===== src/rtl/utm_map.vh =====
// Overview of operation
// single-pulse mode sends alternating +3/-3 isolated pulses, 1.5 ms apart.
// single-pulse mode by straps reset=1,test=1 or C/I 0101, identical behaviour.
// single-pulse mode reports deactivate in line-terminal, deactivation request otherwise.
// data-through forces the activation machine straight into transparent from anywhere.
// data-through sends normal scrambled signal with no wake-up handshake.
// data-through by straps reset=0,test=1 or C/I code 0110.
// with data-through held by straps, C/I commands such as loop-back still act.
// master-reset: Test state, transmitter off, all coefficients cleared.
// in Test state no activation procedure may start.
// master-reset by straps reset=0,test=0 or C/I reset code 0001.
// Test state reports deactivate in line-terminal, deactivation request otherwise.
// line-terminal also enters Test on power status pin 1 or C/I 0011.
// pin cause reports power fault; code 0011 reports deactivate, asserts supply disable.
// network-terminal answers monitor self-test request with self-test passed.
// register read request is two bytes: access marker, then register address.
// selected 16-bit value is returned as two two-byte messages.
// every internal command reply starts with byte 80 hex.
// strap pins sampled on the clock, mode applied within a few cycles.
`ifndef UTM_MAP_VH
`define UTM_MAP_VH
// ***********************************
// timing
// ***********************************
`define UTM_CLK_MHZ 25
`define UTM_CLK_NS 40
`define UTM_PULSE_GAP_US 1500
`define UTM_PULSE_GAP_CYC (`UTM_PULSE_GAP_US * `UTM_CLK_MHZ)
`define UTM_SYMBOL_NS 12500
`define UTM_SYMBOL_CYC (`UTM_SYMBOL_NS / `UTM_CLK_NS)
// ***********************************
// c/i codes
// ***********************************
`define UTM_CI_RES 4'h1
`define UTM_CI_LTD 4'h3
`define UTM_CI_SSP 4'h5
`define UTM_CI_DT 4'h6
`define UTM_CI_ARL 4'h8
`define UTM_CI_DEACTIVATE_INDICATION 4'hf
`define UTM_CI_DR 4'h0
`define UTM_CI_HI 4'hc
// ***********************************
// monitor messages
// ***********************************
`define UTM_MON1_HDR 8'h10
`define UTM_MON_ST 8'h02
`define UTM_MON_STP 8'h03
`define UTM_MON8_REG 8'h88
`define UTM_MON8_REPLY 8'h80
`endif


===== src/rtl/utm_pulse.v =====
`timescale 1ns/1ns
`include "utm_map.vh"
// ***********************************
// isolated alternating pulse generator
// ***********************************
module utm_pulse #(
	parameter GAP_CYC = `UTM_PULSE_GAP_CYC,
	parameter WIDTH_CYC = `UTM_SYMBOL_CYC
) (
	// clock and reset
	input wire clk,
	input wire reset_n,
	// control
	input wire enable,
	// pulse drive
	output reg pulse_pos_ff,
	output reg pulse_neg_ff
);
	reg [31:0] cnt_ff;
	reg polarity_ff;
	wire [31:0] nxt_cnt;
	wire at_gap;

	// gap timer; restarts on every enable so the first pulse is immediate
	assign at_gap = (cnt_ff == GAP_CYC - 1);
	assign nxt_cnt = (!enable || at_gap) ? 32'h0 : cnt_ff + 32'h1;

	// pulse one symbol long at the start of each gap, sign flips each time
	always @(posedge clk) begin
		if (!reset_n) begin
			cnt_ff <= 32'h0;
			polarity_ff <= 1'b0;
			pulse_pos_ff <= 1'b0;
			pulse_neg_ff <= 1'b0;
		end else begin
			cnt_ff <= nxt_cnt;
			if (enable && at_gap)
				polarity_ff <= ~polarity_ff;
			pulse_pos_ff <= enable && (cnt_ff < WIDTH_CYC) && !polarity_ff;
			pulse_neg_ff <= enable && (cnt_ff < WIDTH_CYC) && polarity_ff;
		end
	end
endmodule


===== src/rtl/utm_ctrl.v =====
`timescale 1ns/1ns
`include "utm_map.vh"
// ***********************************
// test mode and monitor control
// ***********************************
module utm_ctrl #(
	parameter PULSE_GAP_CYC = `UTM_PULSE_GAP_CYC
) (
	// clock and reset
	input wire clk,
	input wire reset_n,
	// straps and configuration
	input wire master_reset_pin_n,
	input wire test_select_pin,
	input wire power_status_pin,
	input wire lt_mode,
	// c/i channel
	input wire ci_rx_valid,
	input wire [3:0] ci_rx_code,
	input wire [3:0] act_ind_code,
	output reg [3:0] ci_tx_code_ff,
	// activation machine and line control
	output reg force_transparent_ff,
	output reg activation_inhibit_ff,
	output reg tx_enable_ff,
	output reg tx_scrambled_ff,
	output reg coef_clear_ff,
	output reg analog_loopback_ff,
	output reg supply_disable_output_ff,
	output wire pulse_pos_ff,
	output wire pulse_neg_ff,
	// monitor receive
	input wire mon_rx_valid,
	input wire [7:0] mon_rx_byte0,
	input wire [7:0] mon_rx_byte1,
	output reg mon_rx_ready_ff,
	// monitor transmit
	output reg mon_tx_valid_ff,
	output reg [7:0] mon_tx_byte0_ff,
	output reg [7:0] mon_tx_byte1_ff,
	input wire mon_tx_ready,
	// internal register port
	output reg [7:0] coef_addr_ff,
	input wire [15:0] coef_rd_data
);
	// mode states
	localparam [3:0] ST_NORM = 4'b0001;
	localparam [3:0] ST_SSP = 4'b0010;
	localparam [3:0] ST_DT = 4'b0100;
	localparam [3:0] ST_TEST = 4'b1000;
	// monitor states
	localparam [4:0] M_IDLE = 5'b00001;
	localparam [4:0] M_STP = 5'b00010;
	localparam [4:0] M_RD = 5'b00100;
	localparam [4:0] M_HI = 5'b01000;
	localparam [4:0] M_LO = 5'b10000;

	reg [1:0] strap_ff;
	reg [1:0] strap_hold_ff;
	reg ps_ff;
	reg [3:0] sw_mode_ff;
	reg [3:0] nxt_sw_mode;
	reg sw_ltd_ff;
	reg nxt_sw_ltd;
	reg [3:0] state_ff;
	reg [3:0] nxt_state;
	reg ps_cause;
	reg ltd_cause;
	reg [3:0] nxt_ci;
	reg [4:0] mstate_ff;
	reg [4:0] nxt_mstate;
	reg [15:0] rd_val_ff;
	wire hw_norm;
	wire mon_take;
	wire ci_stop;

	// ***********************************
	// strap sampling
	// ***********************************
	// two stages: a strap change must persist one extra cycle before it counts,
	// which keeps a bouncing jumper from flicking the line in and out of test
	always @(posedge clk) begin
		if (!reset_n) begin
			strap_ff <= 2'b10;
			strap_hold_ff <= 2'b10;
			ps_ff <= 1'b0;
		end else begin
			strap_ff <= {master_reset_pin_n, test_select_pin};
			if (strap_ff == {master_reset_pin_n, test_select_pin})
				strap_hold_ff <= strap_ff;
			ps_ff <= power_status_pin;
		end
	end

	// reset=1, test=0 leaves the choice to software
	assign hw_norm = (strap_hold_ff == 2'b10);

	// ***********************************
	// software mode from c/i commands
	// ***********************************
	always @* begin
		nxt_sw_mode = sw_mode_ff;
		nxt_sw_ltd = sw_ltd_ff;
		if (ci_rx_valid) begin
			case (ci_rx_code)
				`UTM_CI_SSP: begin
					nxt_sw_mode = ST_SSP;
					nxt_sw_ltd = 1'b0;
				end
				`UTM_CI_DT: begin
					nxt_sw_mode = ST_DT;
					nxt_sw_ltd = 1'b0;
				end
				`UTM_CI_RES: begin
					nxt_sw_mode = ST_TEST;
					nxt_sw_ltd = 1'b0;
				end
				`UTM_CI_LTD: begin
					// power-down request only counts on the line-terminal side
					if (lt_mode) begin
						nxt_sw_mode = ST_TEST;
						nxt_sw_ltd = 1'b1;
					end
				end
				`UTM_CI_ARL: begin
					nxt_sw_mode = sw_mode_ff;
				end
				default: begin
					nxt_sw_mode = ST_NORM;
					nxt_sw_ltd = 1'b0;
				end
			endcase
		end
	end

	// ***********************************
	// mode selection, straps win over software
	// ***********************************
	always @* begin
		ps_cause = 1'b0;
		ltd_cause = 1'b0;
		case (strap_hold_ff)
			2'b11: nxt_state = ST_SSP;
			2'b01: nxt_state = ST_DT;
			2'b00: nxt_state = ST_TEST;
			default: begin
				if (lt_mode && ps_ff) begin
					nxt_state = ST_TEST;
					ps_cause = 1'b1;
				end else begin
					nxt_state = sw_mode_ff;
					ltd_cause = sw_ltd_ff;
				end
			end
		endcase
	end

	// ***********************************
	// c/i indication per mode
	// ***********************************
	always @* begin
		case (nxt_state)
			ST_SSP: nxt_ci = lt_mode ? `UTM_CI_DEACTIVATE_INDICATION : `UTM_CI_DR;
			ST_TEST: begin
				if (!lt_mode)
					nxt_ci = `UTM_CI_DR;
				else if (ps_cause)
					nxt_ci = `UTM_CI_HI;
				else
					nxt_ci = `UTM_CI_DEACTIVATE_INDICATION;
			end
			default: nxt_ci = act_ind_code;
		endcase
	end

	// reset code opens the loop and stops pending loop-back
	assign ci_stop = ci_rx_valid && (ci_rx_code == `UTM_CI_RES);

	// ***********************************
	// mode registers and line controls
	// ***********************************
	always @(posedge clk) begin
		if (!reset_n) begin
			sw_mode_ff <= ST_NORM;
			sw_ltd_ff <= 1'b0;
			state_ff <= ST_NORM;
			ci_tx_code_ff <= `UTM_CI_DR;
			force_transparent_ff <= 1'b0;
			activation_inhibit_ff <= 1'b0;
			tx_enable_ff <= 1'b0;
			tx_scrambled_ff <= 1'b0;
			coef_clear_ff <= 1'b0;
			analog_loopback_ff <= 1'b0;
			supply_disable_output_ff <= 1'b0;
		end else begin
			sw_mode_ff <= nxt_sw_mode;
			sw_ltd_ff <= nxt_sw_ltd;
			state_ff <= nxt_state;
			ci_tx_code_ff <= nxt_ci;
			// c/i commands still decoded with straps holding the mode
			if (ci_stop)
				analog_loopback_ff <= 1'b0;
			else if (ci_rx_valid && ci_rx_code == `UTM_CI_ARL)
				analog_loopback_ff <= 1'b1;
			force_transparent_ff <= (nxt_state == ST_DT);
			tx_scrambled_ff <= (nxt_state == ST_DT);
			// activation machine held off; data-through skips the wake-up too
			activation_inhibit_ff <= (nxt_state != ST_NORM);
			tx_enable_ff <= (nxt_state == ST_NORM) || (nxt_state == ST_DT);
			coef_clear_ff <= (nxt_state == ST_TEST);
			supply_disable_output_ff <= (nxt_state == ST_TEST) && ltd_cause;
		end
	end

	// ***********************************
	// single pulse generator
	// ***********************************
	// enable from the next state so pulses stop on the same edge as the mode
	utm_pulse #(
		.GAP_CYC(PULSE_GAP_CYC),
		.WIDTH_CYC(`UTM_SYMBOL_CYC)
	) u_pulse (
		.clk(clk),
		.reset_n(reset_n),
		.enable(nxt_state == ST_SSP),
		.pulse_pos_ff(pulse_pos_ff),
		.pulse_neg_ff(pulse_neg_ff)
	);

	// ***********************************
	// monitor message handling
	// ***********************************
	// one message at a time; a new request waits until the reply is taken
	assign mon_take = mon_rx_valid && mon_rx_ready_ff;

	always @* begin
		nxt_mstate = mstate_ff;
		case (mstate_ff)
			M_IDLE: begin
				if (mon_take) begin
					if (mon_rx_byte0 == `UTM_MON1_HDR && mon_rx_byte1 == `UTM_MON_ST
						&& !lt_mode)
						nxt_mstate = M_STP;
					else if (mon_rx_byte0 == `UTM_MON8_REG)
						nxt_mstate = M_RD;
				end
			end
			M_STP: if (mon_tx_ready) nxt_mstate = M_IDLE;
			M_RD: nxt_mstate = M_HI;
			M_HI: if (mon_tx_ready) nxt_mstate = M_LO;
			M_LO: if (mon_tx_ready) nxt_mstate = M_IDLE;
			default: nxt_mstate = M_IDLE;
		endcase
	end

	always @(posedge clk) begin
		if (!reset_n) begin
			mstate_ff <= M_IDLE;
			mon_rx_ready_ff <= 1'b0;
			mon_tx_valid_ff <= 1'b0;
			mon_tx_byte0_ff <= 8'h00;
			mon_tx_byte1_ff <= 8'h00;
			coef_addr_ff <= 8'h00;
			rd_val_ff <= 16'h0000;
		end else begin
			mstate_ff <= nxt_mstate;
			mon_rx_ready_ff <= (nxt_mstate == M_IDLE);
			if (mstate_ff == M_IDLE && mon_take && mon_rx_byte0 == `UTM_MON8_REG)
				coef_addr_ff <= mon_rx_byte1;
			// value captured once so both halves belong to the same sample
			if (mstate_ff == M_RD)
				rd_val_ff <= coef_rd_data;
			mon_tx_valid_ff <= (nxt_mstate == M_STP) || (nxt_mstate == M_HI)
				|| (nxt_mstate == M_LO);
			case (nxt_mstate)
				M_STP: begin
					mon_tx_byte0_ff <= `UTM_MON1_HDR;
					mon_tx_byte1_ff <= `UTM_MON_STP;
				end
				M_HI: begin
					mon_tx_byte0_ff <= `UTM_MON8_REPLY;
					mon_tx_byte1_ff <= (mstate_ff == M_RD) ? coef_rd_data[15:8]
						: rd_val_ff[15:8];
				end
				M_LO: begin
					mon_tx_byte0_ff <= `UTM_MON8_REPLY;
					mon_tx_byte1_ff <= rd_val_ff[7:0];
				end
				default: begin
					mon_tx_byte0_ff <= 8'h00;
					mon_tx_byte1_ff <= 8'h00;
				end
			endcase
		end
	end
endmodule


===== config.mk =====
export PLATFORM = sky130hd
export DESIGN_NAME = utm_ctrl
export DESIGN_NICKNAME = d
export VERILOG_FILES = /design/src/rtl/utm_pulse.v /design/src/rtl/utm_ctrl.v
export VERILOG_INCLUDE_DIRS = /design/src /design/src/rtl
export SDC_FILE = /design/constraint.sdc
export NUM_CORES = 1
export LEC_CHECK = 0
export ABC_AREA = 1
export BUFFER_PORTS_ARGS = -buffer_cell sky130_fd_sc_hd__buf_2
export CORE_ASPECT_RATIO = 0.6
export CORE_MARGIN = 5
export CORE_UTILIZATION = 42
export CTS_CLUSTER_DIAMETER = 200
export CTS_CLUSTER_SIZE = 28
export DETAILED_ROUTE_END_ITERATION = 8
export PLACE_DENSITY = 0.7
export SETUP_SLACK_MARGIN = 0.4
export SLEW_MARGIN = 30
export SYNTH_ARGS = -nofsm -noshare
export SYNTH_HDL_FRONTEND = slang
export SYNTH_SLANG_ARGS = --single-unit

===== constraint.sdc =====
create_clock -name clk -period 1.9 [get_ports clk]
set_input_delay 0 -clock clk [delete_from_list [all_inputs] [get_ports clk]]
set_output_delay 0 -clock clk [all_outputs]
set_load 0.03 [all_outputs]

[Word-level counts from Yosys, hierarchy flattened]
Index checks and enable logic that the tools add are counted.
Word-level totals
  logic and storage cells: 105
  output and inout port bits: 39
  bits of input ports: 49
  register bits after elaboration: 102
Operators by class
  equality and inequality tests: 27
  bitwise operators: 3
  reduce and logical (&&, ||, !) cells: 27
  multiplexer cells: 23
  order comparisons: 1
  add/subtract/negate cells: 1
Operators by type and width (count)
  32-bit by 1-bit adder with 32-bit output (second input constant): 1
  32-bit by 16-bit == test with 1-bit output (second input constant): 1
  32-bit by 9-bit less-than comparator with 1-bit output (second input constant): 1
  5-bit 2-to-1 mux: 5
  8-bit case mux with 3 select lines: 1
  4-bit case mux with 5 select lines: 1
  5-bit case mux with 4 select lines: 1
  4-bit 2-to-1 mux: 4
  8-bit case mux with 2 select lines: 1
  1-bit logical AND: 13
  4-bit by 3-bit == test with 1-bit output (second input constant): 3
  4-bit case mux with 3 select lines: 1
  5-bit by 1-bit == test with 1-bit output (second input constant): 2
  5-bit by 2-bit == test with 1-bit output (second input constant): 2
  5-bit by 4-bit == test with 1-bit output (second input constant): 2
  5-bit == test (second input constant): 2
  4-bit by 1-bit == test with 1-bit output (second input constant): 2
  4-bit by 2-bit == test with 1-bit output (second input constant): 2
  4-bit == test (second input constant): 2
  8-bit by 2-bit == test with 1-bit output (second input constant): 1
  8-bit by 5-bit == test with 1-bit output (second input constant): 1
  8-bit == test (second input constant): 1
  8-bit 2-to-1 mux: 1
  4-bit case mux with 2 select lines: 1
  other kinds (16): 30

[Longest topological paths before layout]
  depth in word-level cells: 9
  depth in mapped cells: 11
  mapped depth without buffers: 10

[Modules after synthesis]
Synthesis repeated with hierarchy kept, for this count alone.
Second synthesis, totals
  cells, all modules: 696
  area, all modules: 4709.5 um2
Modules (own cells, without submodules)
  utm_ctrl: cells each 367, instances 1, seq. area each 1221.2 um2, area an instance 2678.8 um2
  utm_pulse: cells each 329, instances 1, seq. area each 700.7 um2, area an instance 2030.7 um2

[Worst setup path before layout]
Ideal clock, no wire load.
  kind: reg2reg
  start point: reg mon_rx_ready_ff
  end point: reg coef_addr_ff[0]
  path buffers: 0
  period minus slack after synthesis: 1503 ps
  data required time: 1768 ps
  cell stages (with the launch flop): 6
  slack: 397 ps
  setup time: 132 ps
  arrival: 1371 ps
  cells stage by stage: dfxtp_1 > nand2_1 > nor3_4 > nand2_1 > nor2_1 > nor3_1
On the way
  longest elaborated chain between the ends: 3
RTL lines
  from (decl): RTL line utm_ctrl.v:36  | output reg mon_rx_ready_ff,
  from (signal assigned): RTL line utm_ctrl.v:267  | mon_rx_ready_ff <= (nxt_mstate == M_IDLE);
  1-bit logical AND: RTL line utm_ctrl.v:234  | assign mon_take = mon_rx_valid && mon_rx_ready_ff;
  1-bit logical AND: RTL line utm_ctrl.v:268  | if (mstate_ff == M_IDLE && mon_take && mon_rx_byte0 == `UTM_MON8_REG)
  1-bit logical AND (no line)
  to (signal assigned): RTL line utm_ctrl.v:269  | coef_addr_ff <= mon_rx_byte1;
  to (decl): RTL line utm_ctrl.v:43  | output reg [7:0] coef_addr_ff,
Every way passes these cells.
A chain may end at the register's enable or synchronous reset.

[Worst setup path after layout]
  start point: reg u_pulse.cnt_ff[14]
  end point: reg u_pulse.cnt_ff[22]
On the way
  longest elaborated chain between the ends: 3
  elaborated cells between the ends (all ways): 4
  those cells by class: add/sub: 1; eq/ne: 1; reduce/logical: 2
RTL lines
  from (decl): RTL line utm_pulse.v:19  | reg [31:0] cnt_ff;
  from (signal assigned): RTL line utm_pulse.v:36  | cnt_ff <= nxt_cnt;
  parallel branches: the longest is 3 deep, another holds 32-bit by 1-bit adder with 32-bit output
Parallel ways; which one is timed is not known.

==> impl_metrics.yaml <==
place:
  io_buffers: 81
  place_hpwl_microns: 8781
  dp_cells: 850
  place.gp.congestion: 0.9433
detailed_routing:
  vias: 4658
  wl_per_cell_microns: 14.16
  via_per_inst: 5.069
  dr.pass1.iters: 7
  routed_wl_microns: 13010
  drtIter0Drc: 457
  antenna_left: 0
  drcViolationCount: 0
synthesis:
  ys_types: 34
  syn-instance-count: 637
  synth_top_cell_by_area: "dfxtp_1"
  synth_top_area_share_pct: 43.00
  ys_seq_area_share_pct: 43.00
  synth_commonest_cells: "nand2_1, nor2_1, dfxtp_1, inv_1, a21oi_1"
  synth_area_leaders: "dfxtp_1, nand2_1, nor2_1"
  synth_edf_count: 0
  synth_async_sr_flop_share_pct: 0
  synth_seq_cells: 96
  ys.flop_type: "dfxtp_1"
  avgSynthCellArea_sq_um: 7.016
  ys_warn_count: 0
  synth_area_sq_um: 4469
  post-synth-top-count-cell: "nand2_1"
clock_network:
  clock_sinks: 96
  clock_latency_ns: 0.35
  clk_pin_slew_ns: 0.07
  numCtsBuffers: 9
  clockBufferDepth: 2
  ctsRootBufferMaster: "clkbuf_16"
  h-tree-depth: 3
  tritoncts: "done"
critical_path:
  worstSetupEndpoint: "u_pulse.cnt_ff[22]$_SDFF_PP0_"
  critPathMaxStageDelay_ns: 0.44
  critical-path-slowest-cell: "dfxtp_1"
  startpoint: "u_pulse.cnt_ff[14]$_SDFF_PP0_"
  crit_path_start_kind: "flop"
  required_ns: 2.14
  path_cells: "inv_1 -> nor3_4 -> nand2_1 -> nor2_1 -> nand2_1 -> nand2_1 -> a21oi_2"
  arrival_ns: 1.76
  r2r-start: "u_pulse.cnt_ff[14]$_SDFF_PP0_"
  path_class: "reg2reg"
  cpMostUsedCell: "nand2_1"
  r2r_slack_ns: 0.38
  timing.rr.end: "u_pulse.cnt_ff[22]$_SDFF_PP0_"
  endpoint_kind: "flop"
  crit_fanout: 5
  rr_worst_depth: 7
die:
  coreArea_sq_um: 10490
  dieArea_sq_um: 12870
  rows: 29
  die_height_microns: 89.91
  io_pins: 88
  start_util_pct: 42.62
  dieWidth_microns: 143.2
sta:
  setup_tns_ns: 0
  drv_slew: 0
  worst_clock_skew_ns: 0.007306
  max_freq_mhz: 657.7
  hold_viol: 0
  period_needed_ns: 1.520
  fin_crit_sh_pct: 80.02
  setup_viol: 0
  rsz0062_at_grt: "true"
final_layout:
  final_cells: 919
  multiInputGateArea_sq_um: 2416
  antenna_cells: 0
  fin_nets: 826
  ff_latch_area_sq_um: 1942
  area_growth_pct: 36.90
  nFillCells: 899
  drive_gt1_share_pct: 28.72
grt:
  antenna_found_initial: 0
  grt_pass1_vias: 4284
  grt_overflow: 0
  grt_use_total_pct: 19.86
  grt_pass1_wl_microns: 20830
  grt_max_degree: 23
power:
  power_mw: 4.465
  p_per_area_nw_per_um2: 729.8
  peakVddDrop_v: 0.0005244
  power_leakage_nw: 2.540
job:
  max-cap-violations: 0
status:
  outcome: "finished, final reports clean"
worst_hold_path:
  hold_path.startpoint: "mon_rx_byte1[5]"
  min_path_type: "in2reg"
## repair_timing
| item | CTS | global route |
|---|---|---|
| hold endpoints to repair | 31 | 0 |
| gates cloned | 2 | 2 |
| setup buffers | 13 | 5 |
| hold buffers | 32 | 0 |
| gates resized for setup | 23 | 52 |
| pin swaps | 12 | 10 |
| endpoints found under the setup margin | 36 | 55 |
## layout by cell type (no fill, tap or decap), drive strengths merged, types with 2 or more instances in the layout
master,netlist,layout
inv,68,70
conb,1,6
o21ai,20,21
xnor2,5,5
a21oi,53,53
nand3,36,36
a31oi,3,3
nand3b,4,4
dlygate4sd3,0,32
nor3,28,28
bufinv,0,2
nand2,155,155
dfxtp,96,96
buf,12,107
or2,3,3
xor2,7,7
nor2,120,120
nand4,13,13
nor4,2,2
clkbuf,7,11
## kinds of logic (layout without fill, tap and decap cells)
group / Yosys count / in the layout / share of synthesized area (%)
other cells: 1 / 6 / 0.08391
flops: 96 / 96 / 43.00
buf+inv: 87 / 224 / 8.511
simple gates: 363 / 363 / 35.30
xor+xnor: 12 / 12 / 2.352
compound gates: 77 / 78 / 10.47
fa+ha+maj: 1 / 1 / 0.2799
## per-layer routing
metal | wire [microns] | vias to the layer above | global-route usage, %
met3 | 1180 | 37 | 5.461
met2 | 5489 | 200 | 29.22
met4 | 394 | 0 | 6.171
li1 | - | 2313 | -
met1 | 5947 | 2108 | 28.21
met5 | 0 | - | 0
## how the worst min path moves through the flow
stage,end,slack (ns),depth (start not counted)
floorplan,strap_ff[0]$_SDFF_PN0_,0.09,2
global placement,ps_ff$_SDFF_PN0_,0.20,3
detailed placement,ps_ff$_SDFF_PN0_,0.20,3
CTS,coef_addr_ff[5]$_SDFFE_PN0P_,0.009,3
global route,coef_addr_ff[5]$_SDFFE_PN0P_,0.03,3
finish,coef_addr_ff[5]$_SDFFE_PN0P_,0.02,3
## critical path: cells and delay by family, from the launching register on
family	cells	cell delay, ns
AOI/OAI and AO/OA	1	0.06
and+or+nand+nor	5	0.75
buffers and inverters	1	0.17
DFF	1	0.44
## final cells by class
| cell class | count | area share, % |
|---|---|---|
| multi-input combinational | 460 | 39.49 |
| sequential | 96 | 31.74 |
| clock inverter | 6 | 1.472 |
| timing repair buffer | 141 | 16.52 |
| tap | 139 | 2.843 |
| clock buffer | 9 | 3.681 |
| inverter | 68 | 4.254 |
## sequential cells by signal, summed over array words and instances, names as in the netlist, 2 cells and up
| name | cells |
|---|---|
| ci_tx_code_ff | 4 |
| mon_tx_byte1_ff | 8 |
| strap_ff | 2 |
| sw_mode_ff | 4 |
| strap_hold_ff | 2 |
| u_pulse.cnt_ff | 32 |
| mstate_ff | 5 |
| coef_addr_ff | 8 |
| rd_val_ff | 16 |
| mon_tx_byte0_ff | 2 |
## per-stage QoR
stage          instance area, sq um  hold slack, ns  setup slack (ns)  util [%]
2_1_floorplan                  4491         0.09345            0.4615         -
3_3_place_gp                   5016          0.1959            0.2599     47.83
3_5_place_dp                   5016          0.2034            0.1993     47.83
4_1_cts                        5873        0.008698            0.3603     56.01
5_1_grt                        6118         0.03072            0.2390     58.35
6_report                       6118         0.01744            0.3797     58.35
## report_power, final
| part | switching (mW) | internal, mW |
|---|---|---|
| Clock | 0.798 | 1.15 |
| Combinational | 0.262 | 0.190 |
| Sequential | 0.0191 | 2.04 |
(Power assumes the default switching activity.)
